### src/verilog/inl_pkg.sv
// Overview of operation
// - operational device shows module green steady
// - unconfigured device flashes module green 1 Hz
// - self-test module green, red, then hold green
// - module test sequence finishes before network sequence
// - network test green, red, then dark hold
// - recoverable fault blinks module red 1 Hz
// - unrecoverable fault shows module red steady
// - ip plus connection, no timeout: network green
// - ip without connections flashes network green 1 Hz
// - exclusive owner timeout blinks network red 1 Hz
// - timeout pattern holds until all reestablished
// - duplicate ip shows network red steady
// - no ip address keeps network indicator dark
// - link indicator follows each channel link
// - activity indicator flickers only while frames move
// - 1 Hz patterns 500 ms lit, 500 dark
// - heavy traffic flickers 50 ms lit, 50 dark
// - light traffic flicker follows individual frames
package inl_pkg;
    localparam int CLK_MHZ = 50;
    localparam int TICK_PERIOD_US = 1000;
    localparam int TICK_CYCLES = TICK_PERIOD_US * CLK_MHZ;
    localparam int TICK_W = 16;
    localparam int MS_W = 10;
    localparam logic [MS_W-1:0] SELFTEST_STEP_MS = 10'd250;
    localparam logic [MS_W-1:0] BLINK_HALF_MS = 10'd500;
    localparam logic [MS_W-1:0] BLINK_PERIOD_MS = 10'd1000;
    localparam logic [MS_W-1:0] FLICK_HALF_MS = 10'd50;
    localparam logic [MS_W-1:0] FLICK_PERIOD_MS = 10'd100;
    localparam int NUM_CH = 2;
    localparam int ADDR_W = 12;
    localparam logic [ADDR_W-1:0] MOD_CTRL_OFS = 12'h000;
    localparam logic [ADDR_W-1:0] NET_CTRL_OFS = 12'h004;
    localparam logic [ADDR_W-1:0] LED_STAT_OFS = 12'h008;
    localparam int MOD_SELFTEST_BIT = 0;
    localparam int MOD_CONFIGURED_BIT = 1;
    localparam int MOD_RECOV_BIT = 2;
    localparam int MOD_UNREC_BIT = 3;
    localparam int NET_IP_BIT = 0;
    localparam int NET_CONN_BIT = 1;
    localparam int NET_TMO_BIT = 2;
    localparam int NET_DUP_BIT = 3;
    localparam int CTRL_W = 4;
    localparam logic [CTRL_W-1:0] CTRL_RESET = 4'h0;
    typedef struct packed {
        logic red;
        logic green;
    } inl_duo_t;
    typedef struct packed {
        logic psel;
        logic penable;
        logic pwrite;
        logic [ADDR_W-1:0] paddr;
        logic [31:0] pwdata;
    } inl_apb_req_t;
    typedef enum {MM_SELF, MM_UNREC, MM_RECOV, MM_STBY, MM_OK} inl_mod_mode_t;
    typedef enum {NM_SELF, NM_OFF, NM_DUP, NM_TMO, NM_CONN, NM_IDLE} inl_net_mode_t;
    typedef enum {ST_IDLE, ST_MS_G, ST_MS_R, ST_NS_G, ST_NS_R, ST_HOLD} inl_st_t;
endpackage : inl_pkg

### src/verilog/inl_status_led.sv
`timescale 1ns/10ps
`default_nettype none
module inl_status_led #(
    parameter int TICK_CYCLES = inl_pkg::TICK_CYCLES
) (
    // clock and reset
    input wire logic core_clk_i,
    input wire logic reset_i,
    // apb slave
    input wire inl_pkg::inl_apb_req_t apb_req_i,
    output logic pready_o,
    output logic pslverr_o,
    output logic [31:0] prdata_o,
    // ethernet channel pins
    input wire logic [inl_pkg::NUM_CH-1:0] link_i,
    input wire logic [inl_pkg::NUM_CH-1:0] frame_i,
    // indicators
    output inl_pkg::inl_duo_t module_health_indicator_o,
    output inl_pkg::inl_duo_t network_health_indicator_o,
    output logic [inl_pkg::NUM_CH-1:0] link_indicator_o,
    output logic [inl_pkg::NUM_CH-1:0] traffic_indicator_o
);
    import inl_pkg::*;

    localparam inl_duo_t DUO_OFF = 2'b00;
    localparam inl_duo_t DUO_GREEN = 2'b01;
    localparam inl_duo_t DUO_RED = 2'b10;

    function automatic logic [MS_W-1:0] phase_step(input logic [MS_W-1:0] ph,
                                                   input logic [MS_W-1:0] period,
                                                   input logic tick);
        phase_step = ph;
        if (tick) begin
            phase_step = (ph == period - 10'd1) ? '0 : ph + 10'd1;
        end
    endfunction : phase_step

    function automatic logic addr_hit(input logic [ADDR_W-1:0] a,
                                      input logic [ADDR_W-1:0] ofs);
        addr_hit = (a[ADDR_W-1:2] == ofs[ADDR_W-1:2]);
    endfunction : addr_hit

    // register bus
    logic [CTRL_W-1:0] mod_ctrl_ff;
    logic [CTRL_W-1:0] net_ctrl_ff;
    logic [31:0] prdata_ff;
    logic apb_setup;
    logic apb_wr;
    logic mapped;
    logic [31:0] led_stat;

    assign apb_setup = apb_req_i.psel && !apb_req_i.penable;
    assign apb_wr = apb_req_i.psel && apb_req_i.penable && apb_req_i.pwrite;
    assign mapped = addr_hit(apb_req_i.paddr, MOD_CTRL_OFS)
                 || addr_hit(apb_req_i.paddr, NET_CTRL_OFS)
                 || addr_hit(apb_req_i.paddr, LED_STAT_OFS);
    assign pready_o = 1'b1;
    assign pslverr_o = apb_req_i.psel && apb_req_i.penable && !mapped;
    assign prdata_o = prdata_ff;

    always_ff @(posedge core_clk_i or posedge reset_i) begin
        if (reset_i) begin
            mod_ctrl_ff <= CTRL_RESET;
            net_ctrl_ff <= CTRL_RESET;
        end else if (apb_wr) begin
            if (addr_hit(apb_req_i.paddr, MOD_CTRL_OFS)) begin
                mod_ctrl_ff <= apb_req_i.pwdata[CTRL_W-1:0];
            end
            if (addr_hit(apb_req_i.paddr, NET_CTRL_OFS)) begin
                net_ctrl_ff <= apb_req_i.pwdata[CTRL_W-1:0];
            end
        end
    end

    always_ff @(posedge core_clk_i or posedge reset_i) begin
        if (reset_i) begin
            prdata_ff <= '0;
        end else if (apb_setup && !apb_req_i.pwrite) begin
            if (addr_hit(apb_req_i.paddr, MOD_CTRL_OFS)) begin
                prdata_ff <= {28'h0000000, mod_ctrl_ff};
            end else if (addr_hit(apb_req_i.paddr, NET_CTRL_OFS)) begin
                prdata_ff <= {28'h0000000, net_ctrl_ff};
            end else if (addr_hit(apb_req_i.paddr, LED_STAT_OFS)) begin
                prdata_ff <= led_stat;
            end else begin
                prdata_ff <= '0;
            end
        end
    end

    // millisecond prescaler
    logic [TICK_W-1:0] tick_cnt_ff;
    logic ms_tick;
    assign ms_tick = (tick_cnt_ff == TICK_W'(TICK_CYCLES - 1));

    always_ff @(posedge core_clk_i or posedge reset_i) begin
        if (reset_i) begin
            tick_cnt_ff <= '0;
        end else begin
            tick_cnt_ff <= ms_tick ? '0 : tick_cnt_ff + 16'h0001;
        end
    end

    // pin synchronisers
    logic [NUM_CH-1:0] link_s1_ff, link_s2_ff, frame_s1_ff, frame_s2_ff, frame_s3_ff;
    always_ff @(posedge core_clk_i or posedge reset_i) begin
        if (reset_i) begin
            link_s1_ff <= '0;
            link_s2_ff <= '0;
            frame_s1_ff <= '0;
            frame_s2_ff <= '0;
            frame_s3_ff <= '0;
        end else begin
            link_s1_ff <= link_i;
            link_s2_ff <= link_s1_ff;
            frame_s1_ff <= frame_i;
            frame_s2_ff <= frame_s1_ff;
            frame_s3_ff <= frame_s2_ff;
        end
    end

    // self-test sequencer
    inl_st_t st_ff;
    logic [MS_W-1:0] st_ms_ff;
    logic st_step_done;
    logic selftest;
    assign selftest = mod_ctrl_ff[MOD_SELFTEST_BIT];
    assign st_step_done = ms_tick && (st_ms_ff == SELFTEST_STEP_MS - 10'd1);

    always_ff @(posedge core_clk_i or posedge reset_i) begin
        if (reset_i) begin
            st_ff <= ST_IDLE;
            st_ms_ff <= '0;
        end else if (!selftest) begin
            st_ff <= ST_IDLE;
            st_ms_ff <= '0;
        end else begin
            st_ms_ff <= (st_step_done || st_ff == ST_IDLE) ? '0
                      : phase_step(st_ms_ff, SELFTEST_STEP_MS, ms_tick);
            case (st_ff)
                ST_IDLE: st_ff <= ST_MS_G;
                ST_MS_G: if (st_step_done) st_ff <= ST_MS_R;
                ST_MS_R: if (st_step_done) st_ff <= ST_NS_G;
                ST_NS_G: if (st_step_done) st_ff <= ST_NS_R;
                ST_NS_R: if (st_step_done) st_ff <= ST_HOLD;
                ST_HOLD: st_ff <= ST_HOLD;
                default: st_ff <= ST_IDLE;
            endcase
        end
    end

    // mode selection
    inl_mod_mode_t mod_mode_ff, nxt_mod_mode;
    inl_net_mode_t net_mode_ff, nxt_net_mode;
    logic [MS_W-1:0] mod_ph_ff, net_ph_ff;

    always_comb begin
        if (selftest) begin
            nxt_mod_mode = MM_SELF;
        end else if (mod_ctrl_ff[MOD_UNREC_BIT]) begin
            nxt_mod_mode = MM_UNREC;
        end else if (mod_ctrl_ff[MOD_RECOV_BIT]) begin
            nxt_mod_mode = MM_RECOV;
        end else if (!mod_ctrl_ff[MOD_CONFIGURED_BIT]) begin
            nxt_mod_mode = MM_STBY;
        end else begin
            nxt_mod_mode = MM_OK;
        end
    end

    always_comb begin
        if (selftest) begin
            nxt_net_mode = NM_SELF;
        end else if (!net_ctrl_ff[NET_IP_BIT]) begin
            nxt_net_mode = NM_OFF;
        end else if (net_ctrl_ff[NET_DUP_BIT]) begin
            nxt_net_mode = NM_DUP;
        end else if (net_ctrl_ff[NET_TMO_BIT]) begin
            nxt_net_mode = NM_TMO;
        end else if (net_ctrl_ff[NET_CONN_BIT]) begin
            nxt_net_mode = NM_CONN;
        end else begin
            nxt_net_mode = NM_IDLE;
        end
    end

    always_ff @(posedge core_clk_i or posedge reset_i) begin
        if (reset_i) begin
            mod_mode_ff <= MM_SELF;
            net_mode_ff <= NM_SELF;
            mod_ph_ff <= '0;
            net_ph_ff <= '0;
        end else begin
            mod_mode_ff <= nxt_mod_mode;
            net_mode_ff <= nxt_net_mode;
            mod_ph_ff <= (nxt_mod_mode != mod_mode_ff) ? '0
                       : phase_step(mod_ph_ff, BLINK_PERIOD_MS, ms_tick);
            net_ph_ff <= (nxt_net_mode != net_mode_ff) ? '0
                       : phase_step(net_ph_ff, BLINK_PERIOD_MS, ms_tick);
        end
    end

    // duo-colour outputs
    inl_duo_t mod_led_ff, net_led_ff;
    logic mod_lit, net_lit;
    assign mod_lit = (mod_ph_ff < BLINK_HALF_MS);
    assign net_lit = (net_ph_ff < BLINK_HALF_MS);

    always_ff @(posedge core_clk_i or posedge reset_i) begin
        if (reset_i) begin
            mod_led_ff <= DUO_OFF;
        end else begin
            case (mod_mode_ff)
                MM_SELF: mod_led_ff <= (st_ff == ST_MS_R) ? DUO_RED : DUO_GREEN;
                MM_UNREC: mod_led_ff <= DUO_RED;
                MM_RECOV: mod_led_ff <= mod_lit ? DUO_RED : DUO_OFF;
                MM_STBY: mod_led_ff <= mod_lit ? DUO_GREEN : DUO_OFF;
                MM_OK: mod_led_ff <= DUO_GREEN;
                default: mod_led_ff <= DUO_OFF;
            endcase
        end
    end

    always_ff @(posedge core_clk_i or posedge reset_i) begin
        if (reset_i) begin
            net_led_ff <= DUO_OFF;
        end else begin
            case (net_mode_ff)
                NM_SELF: begin
                    if (st_ff == ST_NS_G) begin
                        net_led_ff <= DUO_GREEN;
                    end else if (st_ff == ST_NS_R) begin
                        net_led_ff <= DUO_RED;
                    end else begin
                        net_led_ff <= DUO_OFF;
                    end
                end
                NM_OFF: net_led_ff <= DUO_OFF;
                NM_DUP: net_led_ff <= DUO_RED;
                NM_TMO: net_led_ff <= net_lit ? DUO_RED : DUO_OFF;
                NM_CONN: net_led_ff <= DUO_GREEN;
                NM_IDLE: net_led_ff <= net_lit ? DUO_GREEN : DUO_OFF;
                default: net_led_ff <= DUO_OFF;
            endcase
        end
    end

    assign module_health_indicator_o = mod_led_ff;
    assign network_health_indicator_o = net_led_ff;

    // link and traffic indicators
    logic [NUM_CH-1:0] link_led_ff, act_led_ff, act_run_ff, act_pend_ff;
    logic [MS_W-1:0] act_ph_ff [NUM_CH];
    logic [NUM_CH-1:0] frame_seen;
    assign frame_seen = frame_s2_ff & ~frame_s3_ff;

    always_ff @(posedge core_clk_i or posedge reset_i) begin
        if (reset_i) begin
            link_led_ff <= '0;
        end else begin
            link_led_ff <= link_s2_ff;
        end
    end

    always_ff @(posedge core_clk_i or posedge reset_i) begin
        if (reset_i) begin
            act_run_ff <= '0;
            act_pend_ff <= '0;
            act_led_ff <= '0;
            for (int i = 0; i < NUM_CH; i++) begin
                act_ph_ff[i] <= '0;
            end
        end else begin
            for (int i = 0; i < NUM_CH; i++) begin
                if (!act_run_ff[i]) begin
                    act_ph_ff[i] <= '0;
                    act_run_ff[i] <= act_pend_ff[i];
                    act_pend_ff[i] <= frame_seen[i];
                end else if (ms_tick && act_ph_ff[i] == FLICK_PERIOD_MS - 10'd1) begin
                    act_ph_ff[i] <= '0;
                    act_run_ff[i] <= act_pend_ff[i];
                    act_pend_ff[i] <= frame_seen[i];
                end else begin
                    act_ph_ff[i] <= phase_step(act_ph_ff[i], FLICK_PERIOD_MS, ms_tick);
                    act_pend_ff[i] <= act_pend_ff[i] | frame_seen[i];
                end
                act_led_ff[i] <= act_run_ff[i] && (act_ph_ff[i] < FLICK_HALF_MS);
            end
        end
    end

    assign link_indicator_o = link_led_ff;
    assign traffic_indicator_o = act_led_ff;
    assign led_stat = {22'h000000, act_led_ff, link_led_ff, net_led_ff, mod_led_ff,
                       (st_ff == ST_HOLD), (st_ff != ST_IDLE)};

    // checks
    AST_DUO_EXCL: assert property (@(posedge core_clk_i) disable iff (reset_i)
        !(mod_led_ff.red && mod_led_ff.green) && !(net_led_ff.red && net_led_ff.green))
        else $error("duo indicator lit red and green");
    AST_OK_GREEN: assert property (@(posedge core_clk_i) disable iff (reset_i)
        (mod_mode_ff == MM_OK) ##1 (mod_mode_ff == MM_OK) |-> mod_led_ff == DUO_GREEN)
        else $error("operational module indicator not green");
    AST_UNREC_RED: assert property (@(posedge core_clk_i) disable iff (reset_i)
        mod_ctrl_ff[MOD_UNREC_BIT] && !selftest |-> ##2 mod_led_ff == DUO_RED)
        else $error("unrecoverable fault not steady red");
    AST_NOIP_DARK: assert property (@(posedge core_clk_i) disable iff (reset_i)
        !net_ctrl_ff[NET_IP_BIT] && !selftest ##1 !net_ctrl_ff[NET_IP_BIT] && !selftest
        |-> ##1 net_led_ff == DUO_OFF)
        else $error("network indicator lit without ip");
    AST_DUP_RED: assert property (@(posedge core_clk_i) disable iff (reset_i)
        (net_mode_ff == NM_DUP) [*2] |-> net_led_ff == DUO_RED)
        else $error("duplicate ip not steady red");
    AST_BLINK_WRAP: assert property (@(posedge core_clk_i) disable iff (reset_i)
        ms_tick && mod_ph_ff == BLINK_PERIOD_MS - 10'd1 && nxt_mod_mode == mod_mode_ff
        |=> mod_ph_ff == '0)
        else $error("blink period not 1000 ms");
    AST_MODE_RESTART: assert property (@(posedge core_clk_i) disable iff (reset_i)
        nxt_net_mode != net_mode_ff |=> net_ph_ff == '0)
        else $error("mode change did not restart phase");
    AST_ST_ORDER: assert property (@(posedge core_clk_i) disable iff (reset_i)
        $changed(st_ff) && st_ff == ST_NS_G |-> $past(st_ff) == ST_MS_R)
        else $error("network self-test began before module test ended");
    AST_ST_HOLD_OFF: assert property (@(posedge core_clk_i) disable iff (reset_i)
        st_ff == ST_HOLD && net_mode_ff == NM_SELF ##1 st_ff == ST_HOLD
        |-> net_led_ff == DUO_OFF && mod_led_ff == DUO_GREEN)
        else $error("self-test hold pattern wrong");
    AST_LINK: assert property (@(posedge core_clk_i) disable iff (reset_i)
        $rose(link_s2_ff[0]) |=> link_indicator_o[0])
        else $error("link indicator did not follow link");
    AST_ACT_IDLE: assert property (@(posedge core_clk_i) disable iff (reset_i)
        !act_run_ff[0] |=> !act_led_ff[0])
        else $error("traffic indicator lit without frames");
    AST_TICK_PULSE: assert property (@(posedge core_clk_i) disable iff (reset_i)
        ms_tick |=> !ms_tick [*2])
        else $error("ms tick not a single pulse");
endmodule : inl_status_led
`default_nettype wire

### config.mk
export PLATFORM = sky130hd
export DESIGN_NAME = inl_status_led
export DESIGN_NICKNAME = d
export VERILOG_FILES = /design/src/verilog/inl_pkg.sv /design/src/verilog/inl_status_led.sv
export SDC_FILE = /design/constraint.sdc
export NUM_CORES = 1
export LEC_CHECK = 0
export BUFFER_PORTS_ARGS = -buffer_cell sky130_fd_sc_hd__buf_2
export CAP_MARGIN = 30
export CORE_MARGIN = 2
export CORE_UTILIZATION = 58
export CTS_BUF_LIST = sky130_fd_sc_hd__clkbuf_4 sky130_fd_sc_hd__clkbuf_8
export DETAILED_ROUTE_END_ITERATION = 10
export PLACE_DENSITY = 0.82
export SETUP_SLACK_MARGIN = 0.5
export SLEW_MARGIN = 25
export SYNTH_ARGS = -nofsm -noshare
export SYNTH_HDL_FRONTEND = slang
export SYNTH_SLANG_ARGS = --single-unit
### constraint.sdc
create_clock -name core_clk_i -period 4.05 [get_ports core_clk_i]
set_clock_uncertainty 0.05 [all_clocks]
set_input_delay 0.405 -clock core_clk_i [delete_from_list [all_inputs] [get_ports core_clk_i]]
set_output_delay 0.405 -clock core_clk_i [all_outputs]
set_load 0.02 [all_outputs]
=== After elaboration in Yosys (flattened, before gate mapping) ===
Index checks and enable logic that the tools add are counted.

* Bits in registers: 224
* Output and inout port bits: 42
* Logic and storage cells: 154

* $add $sub $neg: 6
* Magnitude comparators: 4
* Equal/unequal tests: 34
* Muxes and demuxes: 54
* Bitwise logic cells: 4
* Reduce and logical (&&, ||, !) cells: 27

{| class="wikitable"
|+ Operator list
! cell !! number
|-
| 32-bit by 3-bit equality test with 1-bit output, second input constant || 7
|-
| 10-bit two-way mux || 21
|-
| 32-bit by 2-bit equality test with 1-bit output, second input constant || 6
|-
| 32-bit case mux with 6 select lines || 1
|-
| 32-bit two-way mux || 5
|-
| 32-bit logical NOT || 4
|-
| 32-bit by 1-bit equality test with 1-bit output, second input constant || 2
|-
| 32-bit by 4-bit equality test with 1-bit output, second input constant || 2
|-
| 32-bit inequality test || 2
|-
| 10-bit by 1-bit adder with 10-bit output, second input constant || 5
|-
| 32-bit nonzero test || 1
|-
| 3-bit two-way mux || 8
|-
| 10-bit equality test, second input constant || 2
|-
| 10-bit by 7-bit equality test with 1-bit output, second input constant || 2
|-
| 10-bit by 6-bit < comparator with 1-bit output, second input constant || 2
|-
| 10-bit by 9-bit < comparator with 1-bit output, second input constant || 2
|-
| 2-bit case mux with 5 select lines || 2
|-
| 16-bit by 1-bit adder with 16-bit output, second input constant || 1
|-
| 16-bit equality test, second input constant || 1
|-
| 16-bit two-way mux || 1
|-
| 3-bit inequality test, second input constant || 4
|-
| 1-bit two-way mux || 11
|-
| 10-bit by 1-bit equality test with 1-bit output, second input constant || 1
|-
| 10-bit by 2-bit equality test with 1-bit output, second input constant || 1
|-
| 14 further kinds || 35
|}

=== Logic depth before layout (Yosys ltp) ===
* Depth after elaboration: 7
* Gate-level depth with buffers: 8

=== Worst setup path before layout ===
No wires, ideal clock.

* Path type: reg2reg
* Start point: register tick_cnt_ff[7]
* End point: register act_run_ff[0]
* Setup time: 127 ps
* Data arrival time: 2113 ps
* Data required time: 3873 ps
* Path slack: 1760 ps
* Stages on the path, launching flop included: 7
* Path buffers: 1
* Path through: dfrtp_1 or4b_1 or4_1 buf_2 and2_1 nand2b_1 or2_2

* Cells in the longest elaborated chain, start to end: 4

{| class="wikitable"
|+ Ends and longest elaborated chain
! element !! RTL line !! text
|-
| from (decl) || inl_status_led.sv:92 || <nowiki>logic [TICK_W-1:0] tick_cnt_ff;</nowiki>
|-
| from (signal assigned) || inl_status_led.sv:100 || <nowiki>tick_cnt_ff <= ms_tick ? '0 : tick_cnt_ff + 16'h0001;</nowiki>
|-
| 16-bit equality test || inl_status_led.sv:94 || <nowiki>assign ms_tick = (tick_cnt_ff == TICK_W'(TICK_CYCLES - 1));</nowiki>
|-
| 1-bit logical AND || inl_status_led.sv:279 || <nowiki>end else if (ms_tick && act_ph_ff[i] == FLICK_PERIOD_MS - 10'd1) begin</nowiki>
|-
| 1-bit two-way mux || inl_status_led.sv:279 ||
|-
| 1-bit two-way mux || inl_status_led.sv:275 || <nowiki>if (!act_run_ff[i]) begin</nowiki>
|-
| to (signal, indexed assignment) || inl_status_led.sv:277 || <nowiki>act_run_ff[i] <= act_pend_ff[i];</nowiki>
|-
| to (signal, indexed assignment) || inl_status_led.sv:281 || <nowiki>act_run_ff[i] <= act_pend_ff[i];</nowiki>
|-
| to (decl) || inl_status_led.sv:252 || <nowiki>logic [NUM_CH-1:0] link_led_ff, act_led_ff, act_run_ff, act_pend_ff;</nowiki>
|}

No other way between the ends.
A chain may end at the register's enable or synchronous reset.

=== Worst setup path in the final report ===
* Start point: register tick_cnt_ff[7]
* End point: register act_run_ff[1]

The elaborated chain is that of the path after synthesis.

==> results.yml <==
run_status:
  status: "finished, final reports clean"
place:
  dpl.hpwl_um: 7750
  io_buffers: 41
  gp_congestion: 0.888
power:
  p_total_w: 0.00228
  vdd_drop_max_v: 0.000214
  power_leakage_nw: 2.81
  p_per_area_nw_per_um2: 365
floorplan:
  die_area_um2: 10500
  ios: 95
  die_h_um: 102
  core_um2: 9330
  die_x_um: 102
  rows: 35
  start_util: 0.602
synth:
  synth.distinct_cells: 62
  synth-edff-count: 0
  ys_seq_area_frac: 0.512
  syn_avg_cell_area_um2: 10.1
  synth_seq_cells: 115
  ys.flop_type: "dfrtp_1"
  syn_inst: 557
  yosys_warnings: 0
  netlist_area_um2: 5620
  async_flop_share: 1.00
setup_path:
  cp-startpoint: "tick_cnt_ff[7]"
  r2r-end: "act_run_ff[1]"
  reg2reg_depth: 6
  cp_max_fo: 18
  slowest_stage: "or4_1"
  start_kind: "flop"
  critPathTopFamily: "simple AND/OR/NAND/NOR gates"
  critPathMostFrequentCell: "nand2_1"
  path_cells: "or4b_1 -> or4_1 -> buf_4 -> nand2_1 -> nand2_1 -> or2_2"
  max_stage_delay_ns: 0.80
  crit_end: "act_run_ff[1]"
  crit_path_end_kind: "flop"
  r2r_setup_slack_ns: 1.28
  r2r-start: "tick_cnt_ff[7]"
  path_buf_inv: 1
  worstSetupPathType: "reg2reg"
  crit_cells: 6
  critPathRequiredTime_ns: 4.31
  critPathArrivalTime_ns: 3.03
global_routing:
  grt_pass1_vias: 4239
  grt-ovfl-total: 0
  antenna_found_initial: 0
  grt_pass1_wl_um: 19200
  grt_usage: 0.233
  grt_max_degree: 79
min_path:
  min_path_cells: 1
  hold_path_class: "in2reg"
detailed_routing:
  drt-wirelength-per-cell_um: 15.4
  vias: 4372
  drtPass1Iterations: 5
  viasPerCell: 5.88
  antenna_left: 0
  wirelength_um: 11400
  first_iter_violations: 239
  remaining_drc_errors: 0
cts:
  cts-resized-gates: 0
  cts_buffer_depth: 2
  cts_num_sinks: 115
  clock-root-buffer: "clkbuf_8"
  cts_buffers: 17
  cts.htree.levels: 4
  worstSkewPairLatency_ns: 0.42
  ctsHoldBuffers: 0
  post_cts_buffers: 0
  cts_tree: "yes"
  cts.clk_slew.worst_paths_ns: 0.08
final_layout:
  diodes: 0
  drive_gt1_frac: 0.169
  areaGrowthSynthToFinish_pct: 11.6
  fillers: 681
  nets: 661
sta:
  clock.fmax_mhz: 361
  rsz0062_at_grt: "false"
  post-route-period-util: 0.685
  slew_viol_final: 0
  worst_pin_slew_ns: 0.898
  hold_viol_final: 0
  max_slew_margin: 0.393
  finalSetupViolations: 0
  fin_crit_ns: 2.77
  finalSetupTns_ns: 0
run:
  drv_cap: 0
[placed cells by master (no fill, tap or decap), types with 3 or more instances in the layout]
cell type   instances
mux2i_1             6
nor3_1             19
o31ai_1            11
nor3b_1             6
a22o_1             12
or2_2               4
nand3b_1            3
nand4b_1            3
clkinv_2            3
clkinvlp_4          4
clkbuf_8           19
o211ai_1            5
nand2b_1            7
ha_1                7
and3_1              6
or3_1               7
nor2_1             57
nor4b_1             4
dfrtp_1           115
buf_4               7
nor2b_1             8
inv_1               7
and4_1              4
xor2_1             14
or4_1               4
mux2_2              8
nand4_1            15
xnor2_1            11
conb_1             23
nand2_1            40
nand3_1            26
o21ai_0            32
a311oi_1            6
and2_1              7
a21oi_1            19
buf_2              41
[synth_stat cells, drive strengths merged, types with 11 or more instances]
library cell	n	area [µm²]
o31ai	12	90.1
nand3	27	140
clkbuf	13	48.8
a21oi	19	95.1
nor3	19	95.1
nor2	57	214
nand4	15	93.8
xnor2	11	96.3
o21ai	32	160
a22o	12	105
nand2	40	150
xor2	14	123
dfrtp	115	2880
buf	32	221
[state kept, by name, summed over array words and instances, names as in the netlist]
register                    cells
frame_s1_ff                     2
act_pend_ff                     2
net_mode_ff                     3
st_ms_ff                       10
network_health_indicator_o      2
net_ph_ff                      10
traffic_indicator_o             2
mod_mode_ff                     3
link_indicator_o                2
act_ph_ff                      20
net_ctrl_ff                     4
tick_cnt_ff                    16
frame_s2_ff                     2
prdata_o                       10
st_ff                           3
frame_s3_ff                     2
link_s1_ff                      2
module_health_indicator_o       2
link_s2_ff                      2
mod_ph_ff                      10
mod_ctrl_ff                     4
act_run_ff                      2
[through the flow]
stage	worst slack [ns]	hold WS, ns	std cells	instance area [µm²]	utilization
2_1_floorplan	0.551	0.281	578	5690	-
3_3_place_gp	1.36	0.282	710	5850	0.627
3_5_place_dp	1.33	0.286	710	5860	0.628
4_1_cts	1.29	0.0184	742	6260	0.671
5_1_grt	1.16	0.0141	743	6260	0.672
6_report	1.28	0.0390	743	6260	0.672
[report_power, final]
group | leakage (nW) | total, W | internal, W | switching [W]
clock | 0.195 | 0.00105 | 0.000586 | 0.000465
sequential | 1.51 | 0.00116 | 0.00116 | 0.00000425
combinational | 1.10 | 0.0000731 | 0.0000158 | 0.0000573
[per-layer routing]
| layer | vias up | GRT usage | part of all wire |
|---|---|---|---|
| met4 | 0 | 0.0913 | 0.016 |
| met2 | 164 | 0.388 | 0.50 |
| met1 | 2137 | 0.293 | 0.43 |
| met5 | - | 0 | 0 |
| li1 | 2054 | - | - |
| met3 | 17 | 0.0581 | 0.052 |
[cell type report]
cell class                      instances  area (µm²)  area share
Sequential cell                       115        2880       0.459
Tap cell                              129         161      0.0258
Timing Repair Buffer                   49         263      0.0419
Clock buffer                           20         269      0.0429
Inverter                                8        35.0     0.00559
Clock inverter                         12         131      0.0210
Multi-Input combinational cell        410        2530       0.403
[kinds of logic (layout without fill, tap and decap cells)]
kind of cell,after synthesis,after routing,share of synthesized area
DFF,115,115,0.512
other,2,23,0.00134
muxes,14,14,0.0267
xor gates and xnor gates,25,25,0.0390
adders and majority gates,7,7,0.0156
buffers and inverters,53,89,0.0535
AOI/OAI and AO/OA,110,110,0.135
and+or+nand+nor,231,231,0.217
[how the worst min path moves through the flow]
stage	start	to	slack [ns]
floorplan	frame_s1_ff[0]	frame_s2_ff[0]	0.28
global placement	link_s1_ff[0]	link_s2_ff[0]	0.28
detailed placement	link_s2_ff[0]	link_indicator_o[0]	0.29
CTS	frame_i[0]	frame_s1_ff[0]	0.02
global route	frame_i[0]	frame_s1_ff[0]	0.01
finish	frame_i[0]	frame_s1_ff[0]	0.04
Note: power is estimated with default switching activity, not from simulation.
